File: config.mk
export PLATFORM = sky130hd
export DESIGN_NAME = oscillator_startup_select
export DESIGN_NICKNAME = d
export VERILOG_FILES = /design/src/osc_startup_pkg.sv /design/src/config_latch.sv /design/src/oscillator_startup_select.sv
export VERILOG_INCLUDE_DIRS = /design/src /design/src/src
export SDC_FILE = /design/constraint.sdc
export NUM_CORES = 1
export LEC_CHECK = 0
export BUFFER_PORTS_ARGS = -buffer_cell sky130_fd_sc_hd__buf_2
export CORE_ASPECT_RATIO = 1.25
export CORE_MARGIN = 2
export CORE_UTILIZATION = 49
export DETAILED_ROUTE_END_ITERATION = 7
export PLACE_DENSITY_LB_ADDON = 0.2
export SYNTH_ARGS = -nofsm -noshare
export SYNTH_HDL_FRONTEND = slang
export SYNTH_HIERARCHICAL = 1
export SYNTH_SLANG_ARGS = --single-unit
File: constraint.sdc
create_clock -name aclk -period 3 [get_ports aclk]
set_input_delay 0.15 -clock aclk [delete_from_list [all_inputs] [get_ports aclk]]
set_output_delay 0.15 -clock aclk [all_outputs]
set_load 0.005 [all_outputs]
File: src/osc_startup_defs.svh
// Offsets, field positions, reset values and timing counts of the start-up clock block
// Included by the design modules and the testbench
`ifndef OSC_STARTUP_DEFS_SVH
`define OSC_STARTUP_DEFS_SVH
`define OFS_CONFIG          12'h000
`define OFS_STATUS          12'h004
`define OFS_CONTROL         12'h008
`define BIT_SWITCHOVER      7
`define BIT_SLOW_RC_POWER   6
`define BIT_SECONDARY_PIN   5
`define MASK_CONFIG         8'he7
`define RST_CONFIG          8'he1
`define RST_CONTROL         32'h00000000
`define BIT_READY_IN        0
`define BIT_SWITCH_DONE     1
`define FIELD_SELECT_LSB    0
`define FIELD_SELECT_MSB    2
`define OSC_WAIT_NS         100000
`define CLK_PERIOD_NS       50
`define OSC_WAIT_CYCLES     ((`OSC_WAIT_NS + `CLK_PERIOD_NS - 1) / `CLK_PERIOD_NS)
`endif

File: src/osc_startup_pkg.sv
// Types shared by the start-up clock block
// Assumes osc_startup_defs.svh is on the include path
package osc_startup_pkg;
   typedef enum logic [2:0] {
      sel_fast_rc         = 3'h0,
      sel_fast_rc_pll     = 3'h1,
      sel_primary         = 3'h2,
      sel_primary_pll     = 3'h3,
      sel_secondary       = 3'h4,
      sel_low_power_rc    = 3'h5,
      sel_low_power_fast  = 3'h6,
      sel_fast_rc_divided = 3'h7
   } initial_osc_select_t;

   typedef enum logic [2:0] {
      src_fast_rc,
      src_primary,
      src_secondary,
      src_low_power_rc,
      src_low_power_fast
   } osc_source_t;

   typedef struct packed {
      logic                startup_switchover_enable;
      logic                slow_rc_power_select;
      logic                secondary_pin_function_select;
      initial_osc_select_t initial_osc_select;
   } osc_config_t;

   typedef struct packed {
      osc_source_t source;
      logic        use_pll;
      logic        use_divider;
   } osc_route_t;
endpackage : osc_startup_pkg

File: src/config_latch.sv
// Holder of the sampled configuration byte
// Assumes the byte input is stable while aresetn is low
`timescale 1ns/100ps
`include "osc_startup_defs.svh"
module config_latch
   import osc_startup_pkg::*;
(
   // Clock and reset
   input  wire logic       aclk,
   input  wire logic       aresetn,
   // Configuration byte
   input  wire logic [7:0] config_byte,
   output      logic [7:0] held_byte
);
   logic [7:0] next_held_byte;
   logic       sampled;
   logic       next_sampled;

   always_comb begin
      next_held_byte = held_byte;
      next_sampled   = 1'b1;
      if (!sampled) begin
         next_held_byte = config_byte & `MASK_CONFIG;
      end
   end

   always_ff @(posedge aclk) begin
      if (!aresetn) begin
         held_byte <= `RST_CONFIG;
         sampled   <= 1'b0;
      end else begin
         held_byte <= next_held_byte;
         sampled   <= next_sampled;
      end
   end
endmodule : config_latch

File: src/oscillator_startup_select.sv
// Start-up oscillator selection from the configuration byte, AXI4-Lite status view
// Assumes the oscillator sources, PLL and divider live outside and report readiness
//
// The placing of the registers and register access over AXI4-Lite are this design's own decisions.
`timescale 1ns/100ps
`include "osc_startup_defs.svh"
module oscillator_startup_select
   import osc_startup_pkg::*;
(
   // Clock and reset
   input  wire logic        aclk,
   input  wire logic        aresetn,
   // Configuration byte and oscillator readiness
   input  wire logic [7:0]  config_byte,
   input  wire logic        external_ready,
   // Clock routing outputs
   output      osc_route_t  active_route,
   output      logic        slow_rc_high_power,
   output      logic        secondary_crystal_enable,
   output      logic        secondary_digital_clock_input_enable,
   output      logic        switchover_active,
   // AXI4-Lite write address
   input  wire logic [11:0] s_axi_awaddr,
   input  wire logic        s_axi_awvalid,
   output      logic        s_axi_awready,
   // AXI4-Lite write data
   input  wire logic [31:0] s_axi_wdata,
   input  wire logic [3:0]  s_axi_wstrb,
   input  wire logic        s_axi_wvalid,
   output      logic        s_axi_wready,
   // AXI4-Lite write response
   output      logic [1:0]  s_axi_bresp,
   output      logic        s_axi_bvalid,
   input  wire logic        s_axi_bready,
   // AXI4-Lite read address
   input  wire logic [11:0] s_axi_araddr,
   input  wire logic        s_axi_arvalid,
   output      logic        s_axi_arready,
   // AXI4-Lite read data
   output      logic [31:0] s_axi_rdata,
   output      logic [1:0]  s_axi_rresp,
   output      logic        s_axi_rvalid,
   input  wire logic        s_axi_rready
);
   localparam int unsigned WAIT_CYCLES = `OSC_WAIT_CYCLES;

   typedef enum logic [1:0] {st_internal, st_external, st_direct} start_state_t;

   logic [7:0]   held_byte;
   osc_config_t  cfg;
   osc_route_t   target_route;
   osc_route_t   next_active_route;
   start_state_t state;
   start_state_t next_state;
   logic [12:0]  wait_count;
   logic [12:0]  next_wait_count;
   logic [31:0]  control;
   logic [31:0]  next_control;
   logic         aw_held, next_aw_held, w_held, next_w_held;
   logic [11:0]  aw_addr, next_aw_addr;
   logic [31:0]  w_data, next_w_data;
   logic [3:0]   w_strb, next_w_strb;
   logic         next_bvalid, next_rvalid;
   logic [1:0]   next_bresp, next_rresp;
   logic [31:0]  next_rdata;

   config_latch u_config_latch (
      .aclk        (aclk),
      .aresetn     (aresetn),
      .config_byte (config_byte),
      .held_byte   (held_byte)
   );

   assign cfg = osc_config_t'({held_byte[7:5], held_byte[`FIELD_SELECT_MSB:`FIELD_SELECT_LSB]});

   // Maps the three-bit select code onto a source and its PLL and divider use
   function automatic osc_route_t decode_select(input initial_osc_select_t code);
      osc_route_t r;
      r = '{source: src_fast_rc, use_pll: 1'b0, use_divider: 1'b0};
      unique case (code)
         sel_fast_rc:         r = '{src_fast_rc, 1'b0, 1'b0};
         sel_fast_rc_pll:     r = '{src_fast_rc, 1'b1, 1'b1};
         sel_fast_rc_divided: r = '{src_fast_rc, 1'b0, 1'b1};
         sel_primary:         r = '{src_primary, 1'b0, 1'b0};
         sel_primary_pll:     r = '{src_primary, 1'b1, 1'b0};
         sel_low_power_fast:  r = '{src_low_power_fast, 1'b0, 1'b1};
         sel_low_power_rc:    r = '{src_low_power_rc, 1'b0, 1'b0};
         sel_secondary:       r = '{src_secondary, 1'b0, 1'b0};
      endcase
      return r;
   endfunction : decode_select

   // True when the selected source is external to the chip and needs settling
   function automatic logic is_external(input osc_route_t r);
      return (r.source == src_primary) || (r.source == src_secondary);
   endfunction : is_external

   assign target_route                         = decode_select(cfg.initial_osc_select);
   assign slow_rc_high_power                   = cfg.slow_rc_power_select;
   assign secondary_crystal_enable             = cfg.secondary_pin_function_select;
   assign secondary_digital_clock_input_enable = ~cfg.secondary_pin_function_select;
   assign switchover_active                    = (state == st_internal);

   // Start-up sequence
   always_comb begin
      next_state        = state;
      next_wait_count   = wait_count;
      next_active_route = active_route;
      unique case (state)
         st_direct: begin
            next_active_route = target_route;
            if (cfg.startup_switchover_enable && is_external(target_route)
                && wait_count == 13'h0000) begin
               next_state        = st_internal;
               next_active_route = '{src_fast_rc, 1'b0, 1'b0};
               next_wait_count   = 13'h0001;
            end
         end
         st_internal: begin
            next_active_route = '{src_fast_rc, 1'b0, 1'b0};
            if (wait_count < WAIT_CYCLES[12:0]) begin
               next_wait_count = wait_count + 13'h0001;
            end
            if (external_ready && (wait_count >= WAIT_CYCLES[12:0] || control[0])) begin
               next_state        = st_external;
               next_active_route = target_route;
            end
         end
         st_external: begin
            next_active_route = target_route;
         end
      endcase
   end

   always_ff @(posedge aclk) begin
      if (!aresetn) begin
         state        <= st_direct;
         wait_count   <= 13'h0000;
         active_route <= '{src_fast_rc, 1'b0, 1'b0};
      end else begin
         state        <= next_state;
         wait_count   <= next_wait_count;
         active_route <= next_active_route;
      end
   end

   // AXI4-Lite slave
   assign s_axi_awready = ~aw_held & ~s_axi_bvalid;
   assign s_axi_wready  = ~w_held & ~s_axi_bvalid;
   assign s_axi_arready = ~s_axi_rvalid;

   always_comb begin
      next_aw_held = aw_held;
      next_w_held  = w_held;
      next_aw_addr = aw_addr;
      next_w_data  = w_data;
      next_w_strb  = w_strb;
      next_control = control;
      next_bvalid  = s_axi_bvalid;
      next_bresp   = s_axi_bresp;
      next_rvalid  = s_axi_rvalid;
      next_rresp   = s_axi_rresp;
      next_rdata   = s_axi_rdata;
      if (s_axi_awvalid && s_axi_awready) begin
         next_aw_held = 1'b1;
         next_aw_addr = s_axi_awaddr;
      end
      if (s_axi_wvalid && s_axi_wready) begin
         next_w_held = 1'b1;
         next_w_data = s_axi_wdata;
         next_w_strb = s_axi_wstrb;
      end
      if (aw_held && w_held) begin
         next_aw_held = 1'b0;
         next_w_held  = 1'b0;
         next_bvalid  = 1'b1;
         next_bresp   = 2'h0;
         if (aw_addr[11:2] == 10'(`OFS_CONTROL >> 2)) begin
            if (w_strb[0]) begin
               next_control[0] = w_data[0];
            end
         end else if (aw_addr[11:2] == 10'(`OFS_CONFIG >> 2)
                      || aw_addr[11:2] == 10'(`OFS_STATUS >> 2)) begin
            next_bresp = 2'h2;
         end else begin
            next_bresp = 2'h3;
         end
      end
      if (s_axi_bvalid && s_axi_bready) begin
         next_bvalid = 1'b0;
      end
      if (s_axi_arvalid && s_axi_arready) begin
         next_rvalid = 1'b1;
         next_rresp  = 2'h0;
         unique case (s_axi_araddr[11:2])
            10'(`OFS_CONFIG >> 2):  next_rdata = {24'h000000, held_byte};
            10'(`OFS_STATUS >> 2):  next_rdata = {27'h0000000, state == st_external,
                                                  switchover_active, external_ready,
                                                  target_route.use_pll, 1'b0};
            10'(`OFS_CONTROL >> 2): next_rdata = control;
            default: begin
               next_rdata = 32'h00000000;
               next_rresp = 2'h3;
            end
         endcase
      end else if (s_axi_rvalid && s_axi_rready) begin
         next_rvalid = 1'b0;
      end
   end

   always_ff @(posedge aclk) begin
      if (!aresetn) begin
         aw_held      <= 1'b0;
         w_held       <= 1'b0;
         aw_addr      <= 12'h000;
         w_data       <= 32'h00000000;
         w_strb       <= 4'h0;
         control      <= `RST_CONTROL;
         s_axi_bvalid <= 1'b0;
         s_axi_bresp  <= 2'h0;
         s_axi_rvalid <= 1'b0;
         s_axi_rresp  <= 2'h0;
         s_axi_rdata  <= 32'h00000000;
      end else begin
         aw_held      <= next_aw_held;
         w_held       <= next_w_held;
         aw_addr      <= next_aw_addr;
         w_data       <= next_w_data;
         w_strb       <= next_w_strb;
         control      <= next_control;
         s_axi_bvalid <= next_bvalid;
         s_axi_bresp  <= next_bresp;
         s_axi_rvalid <= next_rvalid;
         s_axi_rresp  <= next_rresp;
         s_axi_rdata  <= next_rdata;
      end
   end
endmodule : oscillator_startup_select

[Word level (Yosys, flattened, before mapping)]
Memory sizes are Yosys's and may differ from the RTL's. A register that Yosys moved wholly into a read port is not among the register bits.
Cells that the tools add are included.
Storage, ports and cells
  memories kept: 1
  input port bits: 76
  register bits after elaboration: 82
  word-level logic and storage cells: 83
  memory bits (read-only): 40
  output and inout bits: 50
Memory list
  (no name shown): words 8, bits a word 5, read ports 1, clocked after Yosys merged registers in 1, wr ports 0, RTL line oscillator_startup_select.sv:80  | unique case (code)
Operators by class
  $lt $le $gt $ge: 2
  mux-type cells: 18
  add/sub/neg operators: 1
  bitwise logic cells: 8
  reduce and logical (&&, ||, !) cells: 24
  equality and inequality tests: 11
Operator list (count)
  $mux 13: 2
  $pmux 13 s2: 1
  $pmux 8 s3: 1
  $eq 10x1->1 const B: 2
  $eq 10x2->1 const B: 2
  $logic_not 10->1: 2
  $pmux 5 s3: 1
  $add 13x1->13 const B: 1
  $ge 13x11->1 const B: 1
  $logic_not 13->1: 1
  $lt 13x11->1 const B: 1
  $mux 5: 2
  $logic_and 1x1->1: 9
  $reduce_and 3->1: 3
  $mux 2: 4
  $mux 3: 2
  $not 1->1: 6
  $mux 1: 4
  $ne 2x1->1 const B: 2
  $pmux 2 s2: 1
  $reduce_bool 2->1: 2
  $reduce_or 2->1: 2
  $eq 3x1->1 const B: 1
  $eq 3x2->1 const B: 1
  other kinds (7): 10

[Longest topological paths before layout]
Gate-level depths: netlist of the first run.
  word-level depth: 6
  mapped depth: 8
  gate-level depth less buffers: 7

[By module]
Netlist of the first run, hierarchy kept.
By module, submodules not included
  oscillator_startup_select: area an instance 2220.9 um^2, times used 1, sequential area each 960.9 um^2, cells an instance 261
  config_latch: area an instance 257.7 um^2, times used 1, sequential area each 140.1 um^2, cells an instance 23

[Worst setup path after synthesis of the first run]
No wires, ideal clock.
  path type: register to register
  start: register wait_count[0]
  end: register wait_count[8]
  setup time: 0.070 ns
  data arrival time: 1.626 ns
  stages on the path, launching flop included: 8
  period minus slack after synthesis: 1.696 ns
  path buffers: 0
  slack: 1.304 ns
  required time: 2.930 ns
  cell sequence: dfxtp_1 > inv_1 > ha_1 > and4bb_2 > and4_4 > a31oi_4 > or4_1 > a21oi_1
On the way
  longest elaborated chain between the ends: 4
  elaborated cells between the ends (all ways): 9
  those cells by class: add/sub (1); order compare (1); eq/ne (2); mux (2); reduce/logical (3)
RTL lines
  start: declaration: RTL line oscillator_startup_select.sv:55  | logic [12:0] wait_count;
  start signal: assignment: RTL line oscillator_startup_select.sv:142  | wait_count <= next_wait_count;
  branches (longest 4 deep; another with $add 13x1->13)
Several ways; the timed one is not identified. The select of a mux whose other input is x is not followed.
A chain may end at the register's enable or synchronous reset.

[Worst setup path in the final report of the first run]
  start: register wait_count[0]
  end: register wait_count[2]
The elaborated chain is that of the path after synthesis.

==> summary by stage, run 1 <==
Pwr
The power density over the cells is slightly below 500 nW/um^2. Of the total power, registers draw about three fifths. The fraction of power spent switching nets is 25.5%. The logic gate share of total power is between 10 and 15%. Summed over all nets, the switching power comes to 344 uW. The fraction of power consumed by the clock network is around 28%.

The worst-case IR drop observed on VDD is around 0.26 mV. Internal power comes to 1010 uW. The leakage component of the power is between 0.001 and 0.0015 uW.

Setup path
Along the worst path, the maximum fanout reaches 8. STA classifies the critical path endpoint as a flop. The slowest stage of the critical path is the o31ai_2 cell.

The signal on the critical path passes through inv_1 > ha_1 > and4bb_2 > and4_4 > nand2_1 > o31ai_2 > nor2_1. The worst reg2reg path startpoint is wait_count[0]$_SDFFE_PN0P_. The worst setup path is of the reg2reg kind. For flop-to-flop paths, the worst setup slack is between 1 and 1.5 ns.

The category of the worst setup path launch point is a flop. The terminus of the critical flop-to-flop path is wait_count[2]$_SDFFE_PN0P_. At the worst endpoint, the arrival time is 2.09 ns. The worst reg2reg path depth is 7. For the worst setup path, the data required time is about 3.2 ns. The delay of the slowest cell on the worst path is around 0.56 ns. The startpoint of the most critical setup path is wait_count[0]$_SDFFE_PN0P_.

Synth
The share of synthesized registers carrying an async set or reset is 0%. The number of distinct library cell variants in the gate-level netlist after synthesis is 44. The instance count of the mapped netlist is between 200 and 300. The synthesized area per cell is 8.73 sq um.

The portion of the post-synthesis area used by sequential elements is between 40 and 50%. Yosys printed 6 warnings. Counting flops with a built-in enable in the synthesized netlist gives 0.

The leading register cell type out of synthesis is dfxtp_1. The synthesis-stage register bit count is 55. The synthesized netlist occupies a cell area of ~2500 sq um.

Global route
The first global-routing pass estimated around 7.9 mm of wire. The total congestion overflow after global routing is 0. Global routing used between 10% and 20% of the available tracks across all layers. The number of global-route vias before repair came to approximately 1800. The initial antenna violation count is 0. Entering global routing, the biggest net connects 24 pins.

Layout
The sequential cell area in the final layout is between 1000 and 1500 sq um. The layout overhead on the synthesized area is 12.8%. Leaving out fill and tap cells, the most frequent cells in the layout are 61 x buf_2, 55 x dfxtp_1, 36 x nand2_1, 28 x nor2_1, 26 x conb_1. The final layout contains about 420 nets. The area of the multi-input gates is between 1000 and 1500 sq um. Cells with a size suffix above 1 make up 23.8% of the layout.

The antenna diode count is 0. The count of placed standard cells in the final layout, fillers left out is 404. After filler insertion, the fill cell instance count of the layout stands at around 480. The most common library cell in the layout ignoring fill and taps is buf_2.

Clock network
The TritonCTS sink count is 55. The latest clock arrival within the worst-skew pair is roughly 0.30 ns. Buffers added to address setup during post-CTS repair amount to 0. The hold buffer count at CTS is 0. The CTS tree is yes.

The maximum level of the CTS H-tree is 2. The clock edge transition at the registers on the reported setup and hold paths is ~0.09 ns. In this run, CTS created clock tree buffers numbering 5. The quantity of gates resized following cts is 0.

The clock root buffer is clkbuf_8. The buffer levels on the longest clock path is 2.

STA
For this run, the top clock speed supported by timing is a little over 0.5 GHz. The final setup TNS is 0 ns. The total count of max-transition violations in the final report is 0. In this run the tightest slew margin relative to its limit is a little under three fifths. Setup repair after global routing left no endpoint under its margin.

For the pin with the worst max-slew slack, the measured transition is 0.661 ns. For the finished layout, the period the worst path requires is 1.93 ns. The clock arrives with roughly 0.0047 ns of skew. Setup violations remaining at the end of the flow were counted as 0.

The period utilization is ~64%. The final number of hold-violating endpoints is 0.

Worst hold path
The worst min-delay path class is in2reg. The source of the worst hold timing path is s_axi_rready. Counting instances, the worst hold path has a depth of 2. The endpoint of the worst hold path is s_axi_rvalid$_SDFFE_PN0P_.

Detailed routing
For this run, the detailed router's first-pass iteration total came to 4. Across all layers, the routed design uses just over 2000 vias. The final layout contains routed wiring with a total length of between 4 and 5 mm. The average vias per placed instance is roughly 5. The count of nets left with antenna violations after detail routing is 0. The detailed router finished its first iteration with 60 violations.

In the routed design, unresolved DRC markers number 0. The wire length per cell is between 10 and 15 microns.

Placement
The HPWL after detailed placement is 3.70 mm. The congestion estimate from routability-driven global placement came to roughly 0.8. Counting tap cells, the placed design contains a total of just under 400 instances. Buffers placed on the I/O ports in this run total 61.

Floorplanning
For this configuration, the core starts out at a cell density of between 50% and 60%. The area of the core region is between 4000 and 5000 sq um. approximately 130 I/O pins were placed. The die is ~84 microns tall. The number of core rows is 28. The die footprint is about 5600 sq um. Measured along the x axis, the die boundary spans between 60 and 70 microns.

Flow run
The number of max-cap violations is 0.

Status
The run finished with clean final reports.
## cells in the mapped netlist, types with 3 or more instances
cell type	instances	area share [%]
nand2_1	36	5.5
nor3_1	6	1.2
or4_1	3	0.91
mux2i_1	12	4.8
a21oi_1	23	4.6
and2_1	4	1.0
xor2_1	3	1.1
nand3_1	11	2.2
o31ai_1	4	1.2
mux2_2	3	1.4
clkbuf_1	4	0.61
nor2_1	28	4.2
o21ai_0	11	2.2
dfxtp_1	55	44
buf_4	27	8.2
nor2b_1	4	1.0
a22oi_1	4	1.2
inv_1	8	1.2
nand2b_1	3	0.76
or3_1	3	0.76
## how the worst max path moves through the flow
stage,to,depth (start not counted)
2_1_floorplan,wait_count[8]$_SDFFE_PN0P_,7
3_3_place_gp,wait_count[2]$_SDFFE_PN0P_,7
3_5_place_dp,wait_count[2]$_SDFFE_PN0P_,7
4_1_cts,wait_count[2]$_SDFFE_PN0P_,7
5_1_grt,wait_count[8]$_SDFFE_PN0P_,7
6_report,wait_count[2]$_SDFFE_PN0P_,7
## final cells by class
type	instances	area share (%)
Timing Repair Buffer	63	11.5
Clock buffer	7	2.73
Tap cell	60	2.68
Clock inverter	1	0.179
Multi-Input combinational cell	209	42.4
Inverter	9	1.21
Sequential cell	55	39.4
## metal layers
layer	track usage, %	part of all wire (%)
met1	22.0	43
met2	29.1	49
met3	4.45	5.5
met4	6.31	2.1
met5	0	0
## registers in the layout, summed over array words and instances, names as in the netlist, 2 cells and up
name                      count
active_route                  5
aw_addr                      10
s_axi_bresp                   2
s_axi_rdata                   8
state                         2
u_config_latch/held_byte      6
wait_count                   13
## logic make-up (layout without fill, tap and decap cells)
family                     Yosys count  in the layout  synth area share, %
AOI/OAI and AO/OA                   53             53                 13.8
DFF                                 55             55                 44.4
xor gates and xnor gates             3              3                 1.06
other                                2             26                0.303
muxes                               15             15                 6.21
and+or+nand+nor                    110            110                 21.8
buffers and inverters               44             80                 11.4
adders and majority gates            2              2                 1.01
## per-stage QoR
step           utilization [%]  cell area [sq um]  total power, uW  hold slack (ns)  setup slack [ns]
2_1_floorplan                -               2570              948            0.178              1.30
3_3_place_gp              56.6               2720              982            0.335              1.10
3_5_place_dp              56.6               2720              986            0.339              1.07
4_1_cts                   58.3               2800             1370          0.00373              1.06
5_1_grt                   58.3               2800             1430          0.00841             0.898
6_report                  58.3               2800             1350           0.0226              1.07
## worst max-delay path: cells and delay by family (launching register included)
family          cells  cell delay [ns]
flops               1             0.34
fa+ha+maj           1             0.14
compound gates      1             0.56
simple gates        4             0.66
buf+inv             1             0.09
## power groups by stage
stage	clock network, uW	logic, uW	registers [uW]
after global placement	0	179	803
final	382	181	787
after floorplan	0	151	798
after global routing	429	207	792
after detailed placement	0	182	804
after CTS	404	183	787
(Power assumes the default switching activity.)
==> inputs of run 2 (changes only) <==
- CORE_UTILIZATION: 49 -> 41
- clock period: 3 -> 1.6 ns (I/O delays scaled with it)
==> run 2 against run 1 <==
Effect of this change: non-clock buffer count up 37; largest cell class unchanged; largest power group unchanged; power up 110%; critical path depth unchanged; critical endpoint is now wait_count[8]$_SDFFE_PN0P_; critical path type unchanged; core utilization down 3.0 points; sequential power up 87%; sequential share of layout area down 5.1 points; count of clock-buffer cells in the layout down 2; global-route usage down 0.48 points; flip-flop and latch count unchanged; clock skew up 0.0050 ns; highest routed layer unchanged; the run now ends with negative setup slack left.
==> summary by stage, run 2 (synthesized netlist as in run 1, its figures left out) <==
Layout
The layout overhead on the synthesized area was 29.8% (was 12.8%). The antenna diode count is 0 (unchanged). The register name with the most flops is wait_count (unchanged). The number of flip-flops under the largest register name is 13 (unchanged). Commonest cells after routing, fill and taps aside: 61 x buf_2, 53 x dfxtp_1, 35 x nand2_1, 28 x nor2_1, 28 x buf_4 (was 61 x buf_2, 55 x dfxtp_1, 36 x nand2_1, 28 x nor2_1, 26 x conb_1). Largest registers: wait_count: 13 flops, aw_addr: 10 flops, s_axi_rdata: 8 flops (unchanged). The fraction of final layout cells sized beyond drive strength 1 is 32.5% (was 23.8%). The count of placed standard cells in the final layout, fillers left out came to 447 (was 404). The most common library cell in the layout ignoring fill and taps was buf_2 (unchanged). The layout net count is 458 (was 421).

Status
Result of the run: complete, but fails checks (was completed). The final reports fail on negative setup slack.

Pwr
The fraction of power spent switching nets is 26.0% (was 25.5%). The leakage component of the power is 0.00146 uW (was 0.00125 uW). The overall power after layout was 2900 uW (was 1350 uW). The cell-internal power came to 2150 uW (was 1010 uW). The fraction of power consumed by the clock network was 33.2% (was 28.3%). The logic gate share of total power is 16.1% (was 13.4%). The share of total power in sequential cells is 50.7% (was 58.3%). The maximum ir drop on the vdd rail is 0.621 mV (was 0.255 mV). The net switching power of the design is 755 uW (was 344 uW). The power density over the cells is 902 nW/um^2 (was 483 nW/um^2).

Placement
The final weighted congestion of routability-driven global placement was 0.824 (was 0.800). The number of I/O port buffers came to 61 (unchanged). The cell count after placement is 428 (was 396). The HPWL after detailed placement is 4.28 mm (was 3.70 mm).

STA
The period utilization is 111% (was 64.2%). The final setup TNS is -0.873 ns (was 0 ns). The achievable clock frequency was 0.562 GHz (was 0.519 GHz). The post-layout worst setup margin is -0.180 ns (was 1.07 ns). RSZ-0062 raised after global routing: yes (was no). The clock skew after layout is 0.00977 ns (was 0.00474 ns). The worst slack on hold paths is 0.00274 ns (was 0.0226 ns). The final critical path time including I/O delays and setup is 1.78 ns (was 1.93 ns). The total count of max-transition violations in the final report is 0 (unchanged).

The final number of hold-violating endpoints was 0 (unchanged). The number of setup violations in the final report was 11 (was 0).

Floorplanning
The die footprint is 6690 sq um (was 5650 sq um). The height of the die is 90.9 microns (was 83.5 microns). The number of core rows is 31 (was 28). The chip width is 73.5 microns (was 67.6 microns). The total I/O pin count came to 126 (unchanged). The effective utilization at floorplan is 42.6% (was 51.6%).

The area of the core region is 5820 sq um (was 4800 sq um).

Global route
The pin count of the biggest net entering global routing is 24 (unchanged). The initial antenna violation count is 0 (unchanged). The global-route wire length before repair came to 9.29 mm (was 7.87 mm). The number of global-route vias before repair is 2123 (was 1793).

The total routing resource utilization after global routing came to 17.3% (was 17.7%). The total congestion overflow after global routing came to 0 (unchanged).

Setup path
The terminus of the critical flop-to-flop path is wait_count[8]$_SDFFE_PN0P_ (was wait_count[2]$_SDFFE_PN0P_). The worst endpoint required time is 1.84 ns (was 3.17 ns). The largest fanout on the critical path is 7 (was 8). The category of the worst setup path launch point is a flop (unchanged). The category of the critical setup timing path is reg2reg (unchanged).

The arrival time reported for the critical path endpoint was 2.02 ns (was 2.09 ns). The category of the worst setup path capture point was a flop (unchanged). The worst reg2reg path depth is 7 (unchanged). The worst reg2reg path startpoint was wait_count[0]$_SDFFE_PN0P_ (unchanged). The reg-to-reg setup timing slack is -0.18 ns (was 1.07 ns).

Clock network
The buffer levels on the longest clock path came to 2 (unchanged). The TritonCTS sink count is 55 (unchanged). The clock edge transition at the registers on the reported setup and hold paths is 0.10 ns (was 0.09 ns). The maximum level of the CTS H-tree was 2 (unchanged).

The CTS buffer count is 5 (unchanged). The clock root buffer is clkbuf_8 (unchanged). The CTS tree was yes (unchanged). The latest clock arrival within the worst-skew pair came to 0.31 ns (was 0.30 ns).

Detailed routing
The wire length per cell is 12.9 microns (was 12.0 microns). The routed length on met3 was 207 microns (was 266 microns). The number of violations reported at the end of detailed-routing iteration 0 was 64 (was 60). The number of search-and-repair iterations in the first detailed-routing pass is 4 (unchanged). The total DRC errors in the routed layout was 0 (unchanged). The sum of routed wire length over all layers is 5.75 mm (was 4.85 mm). The post-route met1 wirelength was 2.47 mm (was 2.10 mm).

The via count is 2175 (was 2032). The highest signal layer in the routed design was met4 (unchanged). The average vias per placed instance came to 4.87 (was 5.03). The met2 wire length is 3.02 mm (was 2.38 mm).

The count of nets left with antenna violations after detail routing is 0 (unchanged).

Worst hold path
The source of the worst hold timing path is s_axi_awaddr[4] (was s_axi_rready). The instance count along the most critical hold path is 3 (was 2). The worst min-delay path class is in2reg (unchanged). The endpoint of the worst hold path is aw_addr[4]$_SDFFE_PN0P_ (was s_axi_rvalid$_SDFFE_PN0P_).

Flow run
The number of max-cap violations is 0 (unchanged).
run 2: cell types whose count changed in the layout (fill, tap and decap cells not counted), sizes merged:
cell         delta
bufinv          +1
dlygate4sd3     +8
inv             +2
clkinv          -1
buf            +29
clkbuf          -2
run 2: metrics by stage:
| step | area, sq um | utilization [%] | worst slack (ns) |
|---|---|---|---|
| 2_1_floorplan | 2580 | - | -0.0561 |
| 3_3_place_gp | 2930 | 50.3 | -0.0981 |
| 3_5_place_dp | 2930 | 50.3 | -0.127 |
| 4_1_cts | 3160 | 54.2 | -0.163 |
| 5_1_grt | 3220 | 55.3 | -0.251 |
| 6_report | 3220 | 55.3 | -0.180 |
run 2: per-layer routing:
| layer | vias to the layer above | track usage, % |
|---|---|---|
| li1 | 1109 | - |
| met1 | 1009 | 20.2 |
| met5 | - | 0 |
| met3 | 5 | 2.66 |
| met2 | 52 | 31.7 |
| met4 | 0 | 4.55 |
run 2: worst max-delay path, cell delays in order, from the launching register on:
cell	delay (ns)
dfxtp_2	0.34
inv_2	0.05
ha_1	0.13
and4bb_2	0.22
and4_4	0.24
a31oi_4	0.12
or4_1	0.49
a21oi_1	0.13
run 2: how the worst max path moves through the flow:
stage / from / end / slack [ns]
after global placement: wait_count[0]$_SDFFE_PN0P_ / wait_count[8]$_SDFFE_PN0P_ / -0.1
after CTS: wait_count[0]$_SDFFE_PN0P_ / wait_count[8]$_SDFFE_PN0P_ / -0.16
after floorplan: wait_count[0]$_SDFFE_PN0P_ / wait_count[8]$_SDFFE_PN0P_ / -0.06
after global routing: wait_count[0]$_SDFFE_PN0P_ / wait_count[8]$_SDFFE_PN0P_ / -0.25
after detailed placement: wait_count[0]$_SDFFE_PN0P_ / wait_count[8]$_SDFFE_PN0P_ / -0.13
final: wait_count[0]$_SDFFE_PN0P_ / wait_count[8]$_SDFFE_PN0P_ / -0.18
run 2: timing repair:
action / CTS / global route
setup buffers: 0 / 3
hold buffers: 8 / 0
pin swaps: 4 / 5
gates resized for setup: 6 / 14
endpoints found under the hold margin: 8 / 0
setup endpoints to repair: 12 / 19
run 2: layout make-up:
type                       instances  area, sq um
fill                             561         2600
multi-input combinational        209         1250
sequential                        55         1100
timing repair buffer             100          629
tap                               66         82.6
clock buffer                       5         68.8
clock inverter                     3         50.0
inverter                           9         33.8
run 2: power by group through the flow:
stage	clock, uW	sequential [uW]	combinational, uW
after floorplan	0	1500	285
after global placement	0	1500	398
after detailed placement	0	1500	406
after CTS	990	1470	436
after global routing	1040	1480	515
final	963	1470	466
==> inputs of run 3 (changes only) <==
- CORE_ASPECT_RATIO: 1.25 -> unset
- GPL_TIMING_DRIVEN: unset -> 0
==> run 3 against run 2 <==
Effect of this change: hold slack got worse by 0.0018 ns; routed wire length shrank 0.26%; sequential power barely moved; clock power down 2.6%; power grew 0.76%; largest cell class unchanged; clock skew up 0.0093 ns; global-route usage rose by 1.0 points; first-iteration DRC count up 41%; register-to-register slack hardly changed; sequential share of layout area fell by 1.3 points; the run still ends with negative setup slack left; core utilization grew 1.9 points; critical endpoint unchanged.
==> summary by stage, run 3 (synthesized netlist as in run 1, its figures left out) <==
STA
RSZ-0062 raised after global routing: yes (unchanged). The post-layout worst setup margin came to -0.191 ns (was -0.180 ns). The achievable clock frequency was 0.558 GHz (was 0.562 GHz). The number of setup violations in the final report is 15 (was 11). The period utilization came to 112% (was 111%). The final critical path time including I/O delays and setup is 1.79 ns (was 1.78 ns).

The clock skew after layout was 0.0191 ns (was 0.00977 ns). The total count of max-transition violations in the final report is 0 (unchanged). The slew at the pin closest to its max-slew limit is roughly 0.56 ns. The remaining max-slew budget at the tightest pin is about 63%.

The final number of hold-violating endpoints is 0 (unchanged).

Pwr
The maximum ir drop on the vdd rail is 0.485 mV (was 0.621 mV). The power density over the cells is 868 nW/um^2 (was 902 nW/um^2). The leakage component of the power is 0.00152 uW (was 0.00146 uW).

Layout
The number of flip-flops under the largest register name is 13 (unchanged). The register name with the most flops was wait_count (unchanged). The most common library cell in the layout ignoring fill and taps is buf_2 (unchanged). The post-layout utilization of the core is 57.2% (was 55.3%).

The layout net count came to 473 (was 458). The number of inserted filler cells in the final layout is 553 (was 561). The antenna diode count came to 0 (unchanged).

Largest registers: wait_count: 13 flops, aw_addr: 10 flops, s_axi_rdata: 8 flops (unchanged). The layout overhead on the synthesized area was 35.9% (was 29.8%). Commonest cells after routing, fill and taps aside: 62 x buf_2, 47 x dfxtp_1, 35 x nand2_1, 33 x buf_4 (was 61 x buf_2, 53 x dfxtp_1, 35 x nand2_1, 28 x nor2_1, 28 x buf_4). The fraction of final layout cells sized beyond drive strength 1 is 35.9% (was 32.5%). The count of placed standard cells in the final layout, fillers left out is 471 (was 447).

Floorplanning
The chip width is 81.8 microns (was 73.5 microns). The effective utilization at floorplan is 42.1% (was 42.6%). The die footprint is 6680 sq um (was 6690 sq um). The area of the core region came to 5890 sq um (was 5820 sq um). The height of the die is 81.8 microns (was 90.9 microns). The number of core rows is 28 (was 31). The total I/O pin count came to 126 (unchanged).

Flow run
The number of max-cap violations is 0 (unchanged).

Detailed routing
The wire length per cell is 12.2 microns (was 12.9 microns). The highest signal layer in the routed design was met4 (unchanged). The total DRC errors in the routed layout was 0 (unchanged). The sum of routed wire length over all layers came to 5.74 mm (was 5.75 mm). The met2 wire length is 2.62 mm (was 3.02 mm). The post-route met1 wirelength is 2.74 mm (was 2.47 mm).

The routed length on met3 is 302 microns (was 207 microns). The via count came to 2180 (was 2175). The count of nets left with antenna violations after detail routing is 0 (unchanged). The number of search-and-repair iterations in the first detailed-routing pass is 4 (unchanged). The average vias per placed instance came to 4.63 (was 4.87). The number of violations reported at the end of detailed-routing iteration 0 came to 90 (was 64).

Clock network
The TritonCTS sink count is 55 (unchanged). The maximum level of the CTS H-tree was 2 (unchanged). The buffer levels on the longest clock path is 2 (unchanged). The clock root buffer is clkbuf_8 (unchanged). The latest clock arrival within the worst-skew pair was 0.32 ns (was 0.31 ns).

The clock edge transition at the registers on the reported setup and hold paths is 0.10 ns (about the same). The CTS tree is yes (unchanged). The CTS buffer count is 5 (unchanged).

Global route
The total congestion overflow after global routing is 0 (unchanged). The initial antenna violation count is 0 (unchanged). The pin count of the biggest net entering global routing was 19 (was 24). The global-route wire length before repair is 9.51 mm (was 9.29 mm). The number of global-route vias before repair is 2019 (was 2123). The total routing resource utilization after global routing is 18.3% (was 17.3%).

Setup path
The largest fanout on the critical path is 5 (was 7). The startpoint of the most critical setup path is wait_count[0]$_SDFFE_PN0P_ (unchanged). The arrival time reported for the critical path endpoint is 2.03 ns (was 2.02 ns).

The delay of the slowest cell on the worst path was 0.49 ns (about the same). The worst path buffer plus inverter count is 1 (unchanged). The worst reg2reg path startpoint is wait_count[0]$_SDFFE_PN0P_ (unchanged).

The category of the critical setup timing path is reg2reg (unchanged). The category of the worst setup path capture point is a flop (unchanged). The category of the worst setup path launch point was a flop (unchanged).

The slowest cell on the critical path is or4_1 (unchanged). Cell breakdown of the critical path: inv_2 > ha_4 > and4bb_2 > and4_4 > a31oi_4 > or4_1 > a21oi_1 (was inv_2 > ha_1 > and4bb_2 > and4_4 > a31oi_4 > or4_1 > a21oi_1). The gate family responsible for the most delay along the worst path is simple AND/OR/NAND/NOR gates (unchanged). The worst endpoint required time is 1.84 ns (about the same).

Status
Result of the run: complete, but fails checks (unchanged). Violations in the final reports: negative setup slack (unchanged).

Placement
The cell count after placement is 443 (was 428). The worst setup slack before clock tree synthesis is -0.185 ns (was -0.127 ns). The number of I/O port buffers is 60 (was 61).

The HPWL after detailed placement is 4.04 mm (was 4.28 mm). The final weighted congestion of routability-driven global placement is 0.783 (was 0.824).

Worst hold path
The source of the worst hold timing path is s_axi_awaddr[7] (was s_axi_awaddr[4]). The worst min-delay path class is in2reg (unchanged).
## run 3: per-stage QoR
| step | TNS, ns | hold WS, ns | total power (uW) | area [sq um] |
|---|---|---|---|---|
| finish | -1.55 | 0.000907 | 2920 | 3370 |
| global route | -2.66 | 0.0102 | 3060 | 3370 |
| CTS | -1.34 | 0.00269 | 2940 | 3330 |
| detailed placement | -1.47 | 0.268 | 1920 | 2970 |
| global placement | -1.27 | 0.266 | 1910 | 2970 |
| floorplan | -0.164 | 0.108 | 1780 | 2580 |
## run 3: timing repair
item                                    CTS  global route
gates cloned                              1             0
hold buffers                             12             0
pin swaps                                 6             2
buffers inserted                          6             1
endpoints found under the hold margin    12             0
endpoints found under the setup margin   13            16
resized for setup                        15            13
## run 3: routing by layer
layer,vias to the layer above,GRT usage (%)
met5,-,0
met4,0,6.50
met3,6,4.07
met2,51,29.3
met1,982,24.3
li1,1141,-
## run 3: area by class of cell
| type | instances | area [sq um] | share of cell area [%] |
|---|---|---|---|
| multi-input cells | 209 | 1270 | 37.9 |
| flip-flops and latches | 55 | 1110 | 33.0 |
| repair buffers | 80 | 490 | 14.6 |
| plain buffers | 35 | 249 | 7.39 |
| well taps | 75 | 93.8 | 2.79 |
| clock buffers | 5 | 68.8 | 2.04 |
| clock inverters | 3 | 46.3 | 1.37 |
| inverters | 9 | 33.8 | 1.00 |
## run 3: final timing paths
kind	to	slack (ns)	depth (start not counted)
setup reg to reg	wait_count[8]$_SDFFE_PN0P_	-0.19	7
hold reg to reg	aw_addr[4]$_SDFFE_PN0P_	0.47	2
setup / recovery	wait_count[8]$_SDFFE_PN0P_	-0.19	7
hold / removal	aw_addr[7]$_SDFFE_PN0P_	0.0009	3
## run 3: tightest hold or removal path: stages
cell and delay, ns:
buf_2 0.10, nand2_1 0.05, a21oi_1 0.05
## run 3: report_power, final
group          internal [uW]  switching [uW]  total [uW]  leakage (uW)
sequential              1430            45.1        1470      0.000453
combinational            269             243         512       0.00101
clock                    472             466         938     0.0000548
total                   2170             754        2920       0.00152
